## src/hw/fnd_pkg.sv

```systemverilog
// Constants shared by the fractional-N divider and reference path
package fnd_pkg;
    // ==========================================
    // Register port
    localparam int unsigned ADDR_W     = 8;
    localparam int unsigned DATA_W     = 32;
    localparam logic [7:0]  OFS_CTRL   = 8'h00;
    localparam logic [7:0]  OFS_PREDIV = 8'h04;
    localparam logic [7:0]  OFS_MULT   = 8'h08;
    localparam logic [7:0]  OFS_POSTDV = 8'h0C;
    localparam logic [7:0]  OFS_NINT   = 8'h10;
    localparam logic [7:0]  OFS_NUM    = 8'h14;
    localparam logic [7:0]  OFS_DEN    = 8'h18;
    localparam logic [7:0]  OFS_STATUS = 8'h1C;
    // ==========================================
    // Control field positions
    localparam int unsigned POS_DBL    = 0;
    localparam int unsigned POS_PRE    = 1;
    localparam int unsigned POS_MULT   = 2;
    localparam int unsigned POS_POST   = 3;
    localparam int unsigned POS_PSC4   = 4;
    localparam int unsigned POS_ORDER  = 5;
    localparam int unsigned POS_LOOP   = 8;
    localparam int unsigned POS_LOWADJ = 10;
    localparam int unsigned POS_HIADJ  = 12;
    localparam int unsigned POS_DLY    = 16;
    // ==========================================
    // Status field positions
    localparam int unsigned POS_ST_UP   = 16;
    localparam int unsigned POS_ST_DN   = 17;
    localparam int unsigned POS_ST_PSC4 = 18;
    localparam int unsigned POS_ST_SGL  = 19;
    // ==========================================
    // Field widths and encodings
    localparam int unsigned N_W       = 12;
    localparam int unsigned DIV_W     = 8;
    localparam int unsigned MULT_W    = 5;
    localparam int unsigned PER_W     = 16;
    localparam int unsigned OFS_W     = 5;
    localparam int unsigned STAGES    = 4;
    localparam logic [1:0]  ADJ_EXT   = 2'h3;
    localparam logic [1:0]  LOOP_SGL  = 2'h3;
    // ==========================================
    // Reset values
    localparam logic [31:0] CTRL_RST  = 32'h0001_0000;
    localparam logic [7:0]  DIV_RST   = 8'h01;
    localparam logic [4:0]  MULT_RST  = 5'h01;
    localparam logic [11:0] NINT_RST  = 12'h010;
    localparam logic [31:0] NUM_RST   = 32'h0000_0000;
    localparam logic [31:0] DEN_RST   = 32'h0000_0001;
    // ==========================================
    // Timing
    localparam int unsigned CLK_PERIOD_NS = 5;
endpackage

```

## src/hw/fnd_sdm_if.sv

```systemverilog
// Link between divider control and the noise-shaping modulator
interface fnd_sdm_if;
    logic                    step;
    logic [2:0]              order;
    logic [31:0]             num;
    logic [31:0]             den;
    logic signed [4:0]       offset;
    modport ctl (output step, order, num, den, input offset);
    modport sdm (input step, order, num, den, output offset);
endinterface

```

## src/hw/fnd_sdm.sv

```systemverilog
// Multi-stage noise-shaping modulator, one to four cascaded stages
module fnd_sdm (
    input  wire logic clock,
    input  wire logic reset,
    fnd_sdm_if.sdm    bus
);
    typedef struct packed {
        logic [3:0][31:0]        acc;
        logic [3:0][5:0]         dprev;
        logic signed [4:0]       offset;
    } fnd_sdm_st_t;

    fnd_sdm_st_t q;
    fnd_sdm_st_t n;
    logic [31:0] den_eff;
    logic [31:0] num_eff;
    logic [3:0][31:0] stg_in;
    logic [3:0][31:0] acc_new;
    logic [3:0]       carry;

    // ==========================================
    // Operand guarding
    assign den_eff = (bus.den == 32'h0) ? 32'h1 : bus.den;
    assign num_eff = (bus.num >= den_eff) ? den_eff - 32'h1 : bus.num;

    // ==========================================
    // Cascaded accumulators; stages beyond the order stay at zero
    for (genvar i = 0; i < 4; i++) begin : g_stage
        logic [32:0] sum;
        logic        act;
        if (i == 0) begin : g_first
            assign stg_in[i] = num_eff;
        end else begin : g_next
            assign stg_in[i] = acc_new[i-1];
        end
        assign act = (3'(i) < bus.order);
        assign sum = {1'b0, q.acc[i]} + {1'b0, stg_in[i]};
        assign carry[i] = act && (sum >= {1'b0, den_eff});
        assign acc_new[i] = !act ? 32'h0 :
                            carry[i] ? 32'(sum - {1'b0, den_eff}) :
                            sum[31:0];
    end

    // ==========================================
    // Error cancellation network, last stage first
    always_comb begin
        logic signed [5:0] d;
        d = 6'sh00;
        n = q;
        if (bus.step) begin
            for (int k = 3; k >= 0; k--) begin
                // Skip the history of idle stages so a lower order starts clean
                d = $signed({5'h00, carry[k]}) + d
                    - ((k < 3 && 3'(k + 1) < bus.order) ?
                       $signed(q.dprev[k+1]) : 6'sh00);
                n.dprev[k] = d;
                n.acc[k] = acc_new[k];
            end
            n.offset = (bus.order == 3'h0) ? 5'sh00 : 5'(d);
        end
    end

    always_ff @(posedge clock) begin
        if (reset) begin
            q <= '0;
        end else begin
            q <= n;
        end
    end

    assign bus.offset = q.offset;
endmodule

```

## src/hw/fnd_divider.sv

```systemverilog
// Reference path, phase detector and fractional feedback divider
// Notes on behaviour
// - Integer divide setting is twelve bits wide.
// - Modulator order selectable one through four.
// - Denominator any value from one upward.
// - Average division is integer plus fraction.
// - Prescaler divides feedback input by two or four.
// - Detector pulses until both edges align.
// - Dual-loop detector is the reset default.
// - Every reference stage can be bypassed.
// - Doubler uses both input edges.
// - Pre-divider divides before multiplier stage.
// - Post-divider reaches low comparison rates.
//
// Our own choices: the placing of the registers and the strobed register port.
module fnd_divider (
    input  wire logic        clock,
    input  wire logic        reset,
    input  wire logic [7:0]  addr,
    input  wire logic [31:0] wdata,
    input  wire logic        wr_en,
    input  wire logic        rd_en,
    output logic      [31:0] rdata,
    input  wire logic        reference_input,
    input  wire logic        vco_feedback,
    output logic             ref_cmp_pulse,
    output logic             fb_cmp_pulse,
    output logic             pump_up,
    output logic             pump_down
);
    typedef struct packed {
        logic [31:0]                  ctrl;
        logic [fnd_pkg::DIV_W-1:0]    prediv;
        logic [fnd_pkg::MULT_W-1:0]   mult;
        logic [fnd_pkg::DIV_W-1:0]    postdv;
        logic [fnd_pkg::N_W-1:0]      nint;
        logic [31:0]                  num;
        logic [31:0]                  den;
        logic [31:0]                  rdata;
        logic [2:0]                   ref_s;
        logic                         ref_lvl;
        logic [2:0]                   vco_s;
        logic                         vco_lvl;
        logic                         dbl_p;
        logic [fnd_pkg::DIV_W-1:0]    pre_cnt;
        logic                         pre_p;
        logic [fnd_pkg::PER_W-1:0]    per_cnt;
        logic [fnd_pkg::PER_W-1:0]    per_last;
        logic [fnd_pkg::PER_W:0]      mph;
        logic                         mult_p;
        logic [fnd_pkg::DIV_W-1:0]    post_cnt;
        logic                         ref_cmp;
        logic [1:0]                   psc_cnt;
        logic                         psc_p;
        logic [12:0]                  n_cnt;
        logic [12:0]                  n_mod;
        logic                         fb_cmp;
        logic                         up;
        logic                         dn;
        logic [3:0]                   rst_cnt;
    } fnd_div_st_t;

    fnd_div_st_t q;
    fnd_div_st_t n;

    logic        dbl_en;
    logic        pre_en;
    logic        mult_en;
    logic        post_en;
    logic        psc4;
    logic        single_loop;
    logic [2:0]  order;
    logic [3:0]  dly;
    logic        ref_rise;
    logic        ref_fall;
    logic        vco_rise;
    logic [31:0] status;

    fnd_sdm_if sdm_bus ();

    // ==========================================
    // Decoded control fields
    assign dbl_en  = q.ctrl[fnd_pkg::POS_DBL];
    assign pre_en  = q.ctrl[fnd_pkg::POS_PRE];
    assign mult_en = q.ctrl[fnd_pkg::POS_MULT];
    assign post_en = q.ctrl[fnd_pkg::POS_POST];
    assign order   = q.ctrl[fnd_pkg::POS_ORDER +: 3];
    assign dly     = q.ctrl[fnd_pkg::POS_DLY +: 4];
    // Low comparison rates need the wider prescaler, so force it here
    assign psc4    = q.ctrl[fnd_pkg::POS_PSC4] ||
                     (q.ctrl[fnd_pkg::POS_LOWADJ +: 2] == fnd_pkg::ADJ_EXT);
    assign single_loop =
        (q.ctrl[fnd_pkg::POS_LOOP +: 2] == fnd_pkg::LOOP_SGL);

    // ==========================================
    // Filtered edges: a change counts once stages two and three agree
    assign ref_rise = (q.ref_s[1] == q.ref_s[2]) && q.ref_s[2] && !q.ref_lvl;
    assign ref_fall = (q.ref_s[1] == q.ref_s[2]) && !q.ref_s[2] && q.ref_lvl;
    assign vco_rise = (q.vco_s[1] == q.vco_s[2]) && q.vco_s[2] && !q.vco_lvl;

    assign status = {12'h000, single_loop, psc4, q.dn, q.up, 3'h0, q.n_mod};

    // ==========================================
    // Modulator hookup
    assign sdm_bus.step  = q.fb_cmp;
    assign sdm_bus.order = order;
    assign sdm_bus.num   = q.num;
    assign sdm_bus.den   = q.den;

    fnd_sdm u_sdm (
        .clock (clock),
        .reset (reset),
        .bus   (sdm_bus)
    );

    always_comb begin
        logic signed [13:0] nsum;
        logic [fnd_pkg::PER_W:0] mph_sum;
        nsum    = 14'sh0000;
        mph_sum = '0;
        n = q;
        // ==========================================
        // Register port
        n.rdata = 32'h0000_0000;
        if (wr_en) begin
            case (addr)
                fnd_pkg::OFS_CTRL:   n.ctrl = wdata;
                fnd_pkg::OFS_PREDIV: n.prediv = wdata[fnd_pkg::DIV_W-1:0];
                fnd_pkg::OFS_MULT:   n.mult = wdata[fnd_pkg::MULT_W-1:0];
                fnd_pkg::OFS_POSTDV: n.postdv = wdata[fnd_pkg::DIV_W-1:0];
                fnd_pkg::OFS_NINT:   n.nint = wdata[fnd_pkg::N_W-1:0];
                fnd_pkg::OFS_NUM:    n.num = wdata;
                fnd_pkg::OFS_DEN: begin
                    n.den = (wdata == 32'h0) ? 32'h1 : wdata;
                end
                default: ;
            endcase
        end
        if (rd_en) begin
            case (addr)
                fnd_pkg::OFS_CTRL:   n.rdata = q.ctrl;
                fnd_pkg::OFS_PREDIV: n.rdata = 32'(q.prediv);
                fnd_pkg::OFS_MULT:   n.rdata = 32'(q.mult);
                fnd_pkg::OFS_POSTDV: n.rdata = 32'(q.postdv);
                fnd_pkg::OFS_NINT:   n.rdata = 32'(q.nint);
                fnd_pkg::OFS_NUM:    n.rdata = q.num;
                fnd_pkg::OFS_DEN:    n.rdata = q.den;
                fnd_pkg::OFS_STATUS: n.rdata = status;
                default:             n.rdata = 32'h0000_0000;
            endcase
        end
        // ==========================================
        // Pin synchronisers
        n.ref_s = {q.ref_s[1], q.ref_s[0], reference_input};
        n.vco_s = {q.vco_s[1], q.vco_s[0], vco_feedback};
        if (q.ref_s[1] == q.ref_s[2]) begin
            n.ref_lvl = q.ref_s[2];
        end
        if (q.vco_s[1] == q.vco_s[2]) begin
            n.vco_lvl = q.vco_s[2];
        end
        // ==========================================
        // Doubler: duty cycle away from half skews the doubled edges
        n.dbl_p = ref_rise || (dbl_en && ref_fall);
        // ==========================================
        // Pre-divider
        n.pre_p = 1'b0;
        if (!pre_en) begin
            n.pre_p = q.dbl_p;
        end else if (q.dbl_p) begin
            if (q.pre_cnt + 8'h01 >= q.prediv) begin
                n.pre_cnt = 8'h00;
                n.pre_p   = 1'b1;
            end else begin
                n.pre_cnt = q.pre_cnt + 8'h01;
            end
        end
        // ==========================================
        // Multiplier: period measure plus phase accumulator, no divider
        n.mult_p = 1'b0;
        if (q.pre_p) begin
            n.per_last = q.per_cnt + 16'h0001;
            n.per_cnt  = 16'h0000;
        end else if (q.per_cnt != 16'hFFFF) begin
            n.per_cnt = q.per_cnt + 16'h0001;
        end
        if (!mult_en) begin
            n.mult_p = q.pre_p;
            n.mph    = '0;
        end else if (q.per_last != 16'h0000) begin
            mph_sum = q.mph + 17'(q.mult);
            if (mph_sum >= {1'b0, q.per_last}) begin
                n.mph    = mph_sum - {1'b0, q.per_last};
                n.mult_p = 1'b1;
            end else begin
                n.mph = mph_sum;
            end
        end
        // ==========================================
        // Post-divider feeding the comparison input
        n.ref_cmp = 1'b0;
        if (!post_en) begin
            n.ref_cmp = q.mult_p;
        end else if (q.mult_p) begin
            if (q.post_cnt + 8'h01 >= q.postdv) begin
                n.post_cnt = 8'h00;
                n.ref_cmp  = 1'b1;
            end else begin
                n.post_cnt = q.post_cnt + 8'h01;
            end
        end
        // ==========================================
        // Prescaler
        n.psc_p = 1'b0;
        if (vco_rise) begin
            if (q.psc_cnt == (psc4 ? 2'h3 : 2'h1)) begin
                n.psc_cnt = 2'h0;
                n.psc_p   = 1'b1;
            end else begin
                n.psc_cnt = q.psc_cnt + 2'h1;
            end
        end
        // ==========================================
        // Feedback divider; modulus reloads from the latest offset
        n.fb_cmp = 1'b0;
        if (q.psc_p) begin
            if (q.n_cnt + 13'h0001 >= q.n_mod) begin
                n.n_cnt  = 13'h0000;
                n.fb_cmp = 1'b1;
                nsum = $signed({2'b00, q.nint}) + 14'(sdm_bus.offset);
                n.n_mod = (nsum < 14'sh0001) ? 13'h0001 : nsum[12:0];
            end else begin
                n.n_cnt = q.n_cnt + 13'h0001;
            end
        end
        // ==========================================
        // Phase detector; single loop resets without the delay
        if (q.up && q.dn) begin
            if (single_loop || q.rst_cnt + 4'h1 >= dly) begin
                n.up      = 1'b0;
                n.dn      = 1'b0;
                n.rst_cnt = 4'h0;
            end else begin
                n.rst_cnt = q.rst_cnt + 4'h1;
            end
        end
        if (q.ref_cmp) begin
            n.up = 1'b1;
        end
        if (q.fb_cmp) begin
            n.dn = 1'b1;
        end
    end

    always_ff @(posedge clock) begin
        if (reset) begin
            q          <= '0;
            q.ctrl     <= fnd_pkg::CTRL_RST;
            q.prediv   <= fnd_pkg::DIV_RST;
            q.mult     <= fnd_pkg::MULT_RST;
            q.postdv   <= fnd_pkg::DIV_RST;
            q.nint     <= fnd_pkg::NINT_RST;
            q.num      <= fnd_pkg::NUM_RST;
            q.den      <= fnd_pkg::DEN_RST;
            q.n_mod    <= {1'b0, fnd_pkg::NINT_RST};
        end else begin
            q <= n;
        end
    end

    assign rdata         = q.rdata;
    assign ref_cmp_pulse = q.ref_cmp;
    assign fb_cmp_pulse  = q.fb_cmp;
    assign pump_up       = q.up;
    assign pump_down     = q.dn;
endmodule

```

## config.mk

```make
export PLATFORM = sky130hd
export DESIGN_NAME = fnd_divider
export DESIGN_NICKNAME = d
export VERILOG_FILES = /design/src/hw/fnd_pkg.sv /design/src/hw/fnd_sdm_if.sv /design/src/hw/fnd_sdm.sv /design/src/hw/fnd_divider.sv
export SDC_FILE = /design/constraint.sdc
export NUM_CORES = 2
export LEC_CHECK = 0
export BUFFER_PORTS_ARGS = -buffer_cell sky130_fd_sc_hd__buf_4
export CAP_MARGIN = 20
export CORE_UTILIZATION = 51
export CTS_CLUSTER_DIAMETER = 50
export DETAILED_ROUTE_END_ITERATION = 6
export PLACE_DENSITY_LB_ADDON = 0.15
export SYNTH_ARGS = -nofsm -noshare
export SYNTH_HDL_FRONTEND = slang
export SYNTH_SLANG_ARGS = --single-unit
export TNS_END_PERCENT = 20
```

## constraint.sdc

```tcl
create_clock -name clock -period 34.8 [get_ports clock]
set_clock_uncertainty 0.15 [all_clocks]
set_input_delay 1.74 -clock clock [delete_from_list [all_inputs] [get_ports clock]]
set_output_delay 1.74 -clock clock [all_outputs]
set_load 0.1 [all_outputs]
```

==> run summary <==
Number of buffers added on ports = 81
CTS root buffer = clkbuf_16
CP delay by family, top = compound AO/OA/AOI/OAI gates
Area delta synth->final = 10.06%
Vias = 32270
Power Total = 0.001216 W
Met3 WL = 6042 um
Critical Path Max Stage Delay = 0.56 ns
Initial DRC Count = 2421
Worst-Margin Slew = 1.101 ns
Post-synth EDFFs = 0
Worst EP required = 35.19 ns
Logic pwr share = 2.8%
Syn_area_per_cell = 7.543 um^2
CTS tree = done
Top layer in use = met4
Mapped Cells = 4543
Worst-path fanout max = 47
Synth unique cells = 91
CTS Hold Buffers Added = 0
Longest Clk Path Bufs = 3
Finished Layout Cells = 5432
RR Endpoint = u_sdm.bus.offset[4]
Min cycle time layout = 30.54 ns
Violated checks = design-rule violations
R2r setup slk = 4.26 ns
Initial Util = 51.85%
Vias in the first global route = 30130
Crit start category = register
Slew headroom = 25.94%
Initial antenna violation count = 0
Die Area = 68240 um^2
Crit. path cell count = 131
WL met2 = 43360 um
Predominant post-synthesis flop cell = dfxtp_1
IO Pins = 82
R2R cell count = 131
Clock group share of total power = 57.9%
FILL cells = 6259
Die Y = 261.2 um
Bufs and invs on worst path = 17
Placer Congestion = 0.9587
CORE AREA = 66100 um^2
CP startpoint = sdm_bus.den[19]
Sequential Power Share = 39.3%
CP max-delay cell = nor4_1
FP Rows = 94
Nets = 4953
DP Cell Count = 5305
PwrDens = 32.24 nW/um^2
Fin crit share = 87.75%
NetSw = 0.0002943 W
Setup Crit Path Kind = register to register
Initial DRT Pass Iterations = 7
Setup Buffers After CTS = 0
Max-slew violation count = 0
Internal Pwr Total = 0.0009217 W
RSZ-0062 raised after global routing = no
Hold Path Class = register to register
Residual DRC = 29
Sink Count = 416
Clock latency on the worst-skew pair = 0.64 ns
R2r startpoint = sdm_bus.den[19]
Max-cap violations = 0
Setup violators final = 0
Mapped Nets = 4983
Final HPWL DP = 76710 um
Setup TNS = 0 ns
Die Wd = 261.2 um
Worst Path Arrival = 30.93 ns
Highest-count cells in the layout ignoring fill and taps = nand2_1 (626), a21oi_1 (475), dfxtp_1 (415)
Sw Share = 24.20%
FF+latch area = 8329 um^2
Most common cell after layout, fill and taps aside = nand2_1
Gr usage total = 29.06%
Grt ovf = 0
Cts bufs inserted = 68
Seq/Total Area, Yosys = 24.30%
Fin. Hold Viols = 0
Most frequent CP cell = ha_1
Fmax = 32.75 MHz
YS warnings = 0
Cell Area, Synth = 34270 um^2
Htree depth = 3
Post-synth ARST share = 0%
Vias/cell = 5.940
Multi-input logic area = 24280 um^2
Placed cell areas = 35310 um^2
Finished Cell Area = 37720 um^2
Peak supply drop = 0.04989 mV
CTS clk-pin slew, worst paths = 0.06 ns
CP endpoint = u_sdm.bus.offset[4]
Post-Route M1 WL = 47300 um
Leak = 16.51 nW
Post-route ant nets = 0
DRT Wirelength = 100400 um
First-pass GRT wire length = 160300 um
Largest net degree at the start of global routing = 91
Synth Register Bits = 416
Share of layout cells above drive strength 1 = 6.459%
Status = finished with violations
Critical Path End Type = register
Wire per inst = 18.49 um
Post-CTS resize count = 0
-- logic make-up (layout without fill, tap and decap cells) --
| kind of cell | count (synthesis) | in the layout | share of synthesized area, % |
|---|---|---|---|
| multiplexers | 59 | 59 | 1.763 |
| AND/OR/NAND/NOR | 1532 | 1532 | 20.42 |
| buffers and inverters | 419 | 443 | 5.039 |
| XOR/XNOR | 339 | 339 | 8.664 |
| other | 0 | 1 | 0 |
| flip-flops | 416 | 416 | 24.30 |
| AO/OA/AOI/OAI | 1384 | 1384 | 25.14 |
| adder cells (fa/ha/maj) | 394 | 394 | 14.67 |
-- stage by stage --
| step | utilization [%] | worst slack, ns | hold WS (ns) |
|---|---|---|---|
| after global routing | 57.06 | 1.394 | 0.2882 |
| after CTS | 57.02 | 4.253 | 0.2716 |
| final | 57.06 | 4.263 | 0.2751 |
| after detailed placement | 53.43 | 4.414 | 0.2783 |
| after global placement | 53.43 | 4.725 | 0.2681 |
| after floorplan | - | 9.282 | 0.2638 |
-- power by group through the flow --
stage / clock [W] / sequential (W) / combinational [W]
finish: 0.000704 / 0.000478 / 0.0000339
CTS: 0.000717 / 0.000478 / 0.0000335
detailed placement: 0 / 0.000488 / 0.0000334
global route: 0.000737 / 0.000478 / 0.0000365
global placement: 0 / 0.000488 / 0.0000334
floorplan: 0 / 0.000488 / 0.0000202
-- synthesized netlist by cell type (all sizes together), types with 9 or more instances --
master,number,area (um^2)
a31o,9,87.59
nand2,626,2350
dfxtp,416,8328
a21oi,476,2382
a31oi,38,250.2
buf,57,367.9
inv,202,758.2
a211o,12,105.1
or2,13,81.33
a211oi,51,382.9
nor2,356,1336
o21a,35,262.8
or3,24,150.1
nand3,130,660.6
nor2b,74,473.0
a41oi,11,115.1
and2,38,237.7
a21o,163,1224
o211ai,14,105.1
nor4,33,206.5
and3,45,281.5
xor2,106,928.4
nor3,60,311.5
o21ai,332,1662
xnor2,233,2041
o31ai,11,92.58
a22o,35,306.5
nand2b,52,325.3
a22oi,58,435.4
ha,381,4767
clkbuf,160,600.6
a2111oi,10,88.84
mux2i,48,480.5
fa,13,260.3
mux2,11,123.9
nand4,46,287.8
o21bai,37,277.8
a21boi,13,97.59
-- how the worst min path moves through the flow --
stage	start	endpoint	slack [ns]	cells past startpoint
3_5_place_dp	n[107]	n[108]	0.28	1
3_3_place_gp	n[111]	n[112]	0.27	1
4_1_cts	n[107]	n[108]	0.27	1
6_report	n[107]	n[108]	0.28	1
2_1_floorplan	n[107]	n[108]	0.26	1
5_1_grt	n[107]	n[108]	0.29	1
-- sequential cells by signal (all words and copies together), names as in the netlist --
name	cells
pump_down	1
sdm_bus.den	32
n	4
rdata	32
order	3
dly	4
ref_cmp_pulse	1
dbl_en	1
pump_up	1
u_sdm.bus.offset	5
sdm_bus.num	32
post_en	1
mult_en	1
u_sdm.q	137
fb_cmp_pulse	1
pre_en	1
q	159
-- routing by layer --
| layer | global-route usage [%] | up-vias |
|---|---|---|
| met5 | 0 | - |
| met4 | 11.50 | 0 |
| met3 | 3.668 | 193 |
| met2 | 45.86 | 1027 |
| met1 | 40.08 | 14920 |
| li1 | - | 16120 |
-- layout make-up --
type                            instances  area share, %
Multi-Input combinational cell       3708          64.37
Sequential cell                       416          22.08
Clock buffer                           86          4.956
Tap cell                              864          2.866
Timing Repair Buffer                  117          2.369
Inverter                              202          2.010
Clock inverter                         38          1.340
Antenna cell                            1       0.006635
(Power assumes the default switching activity.)
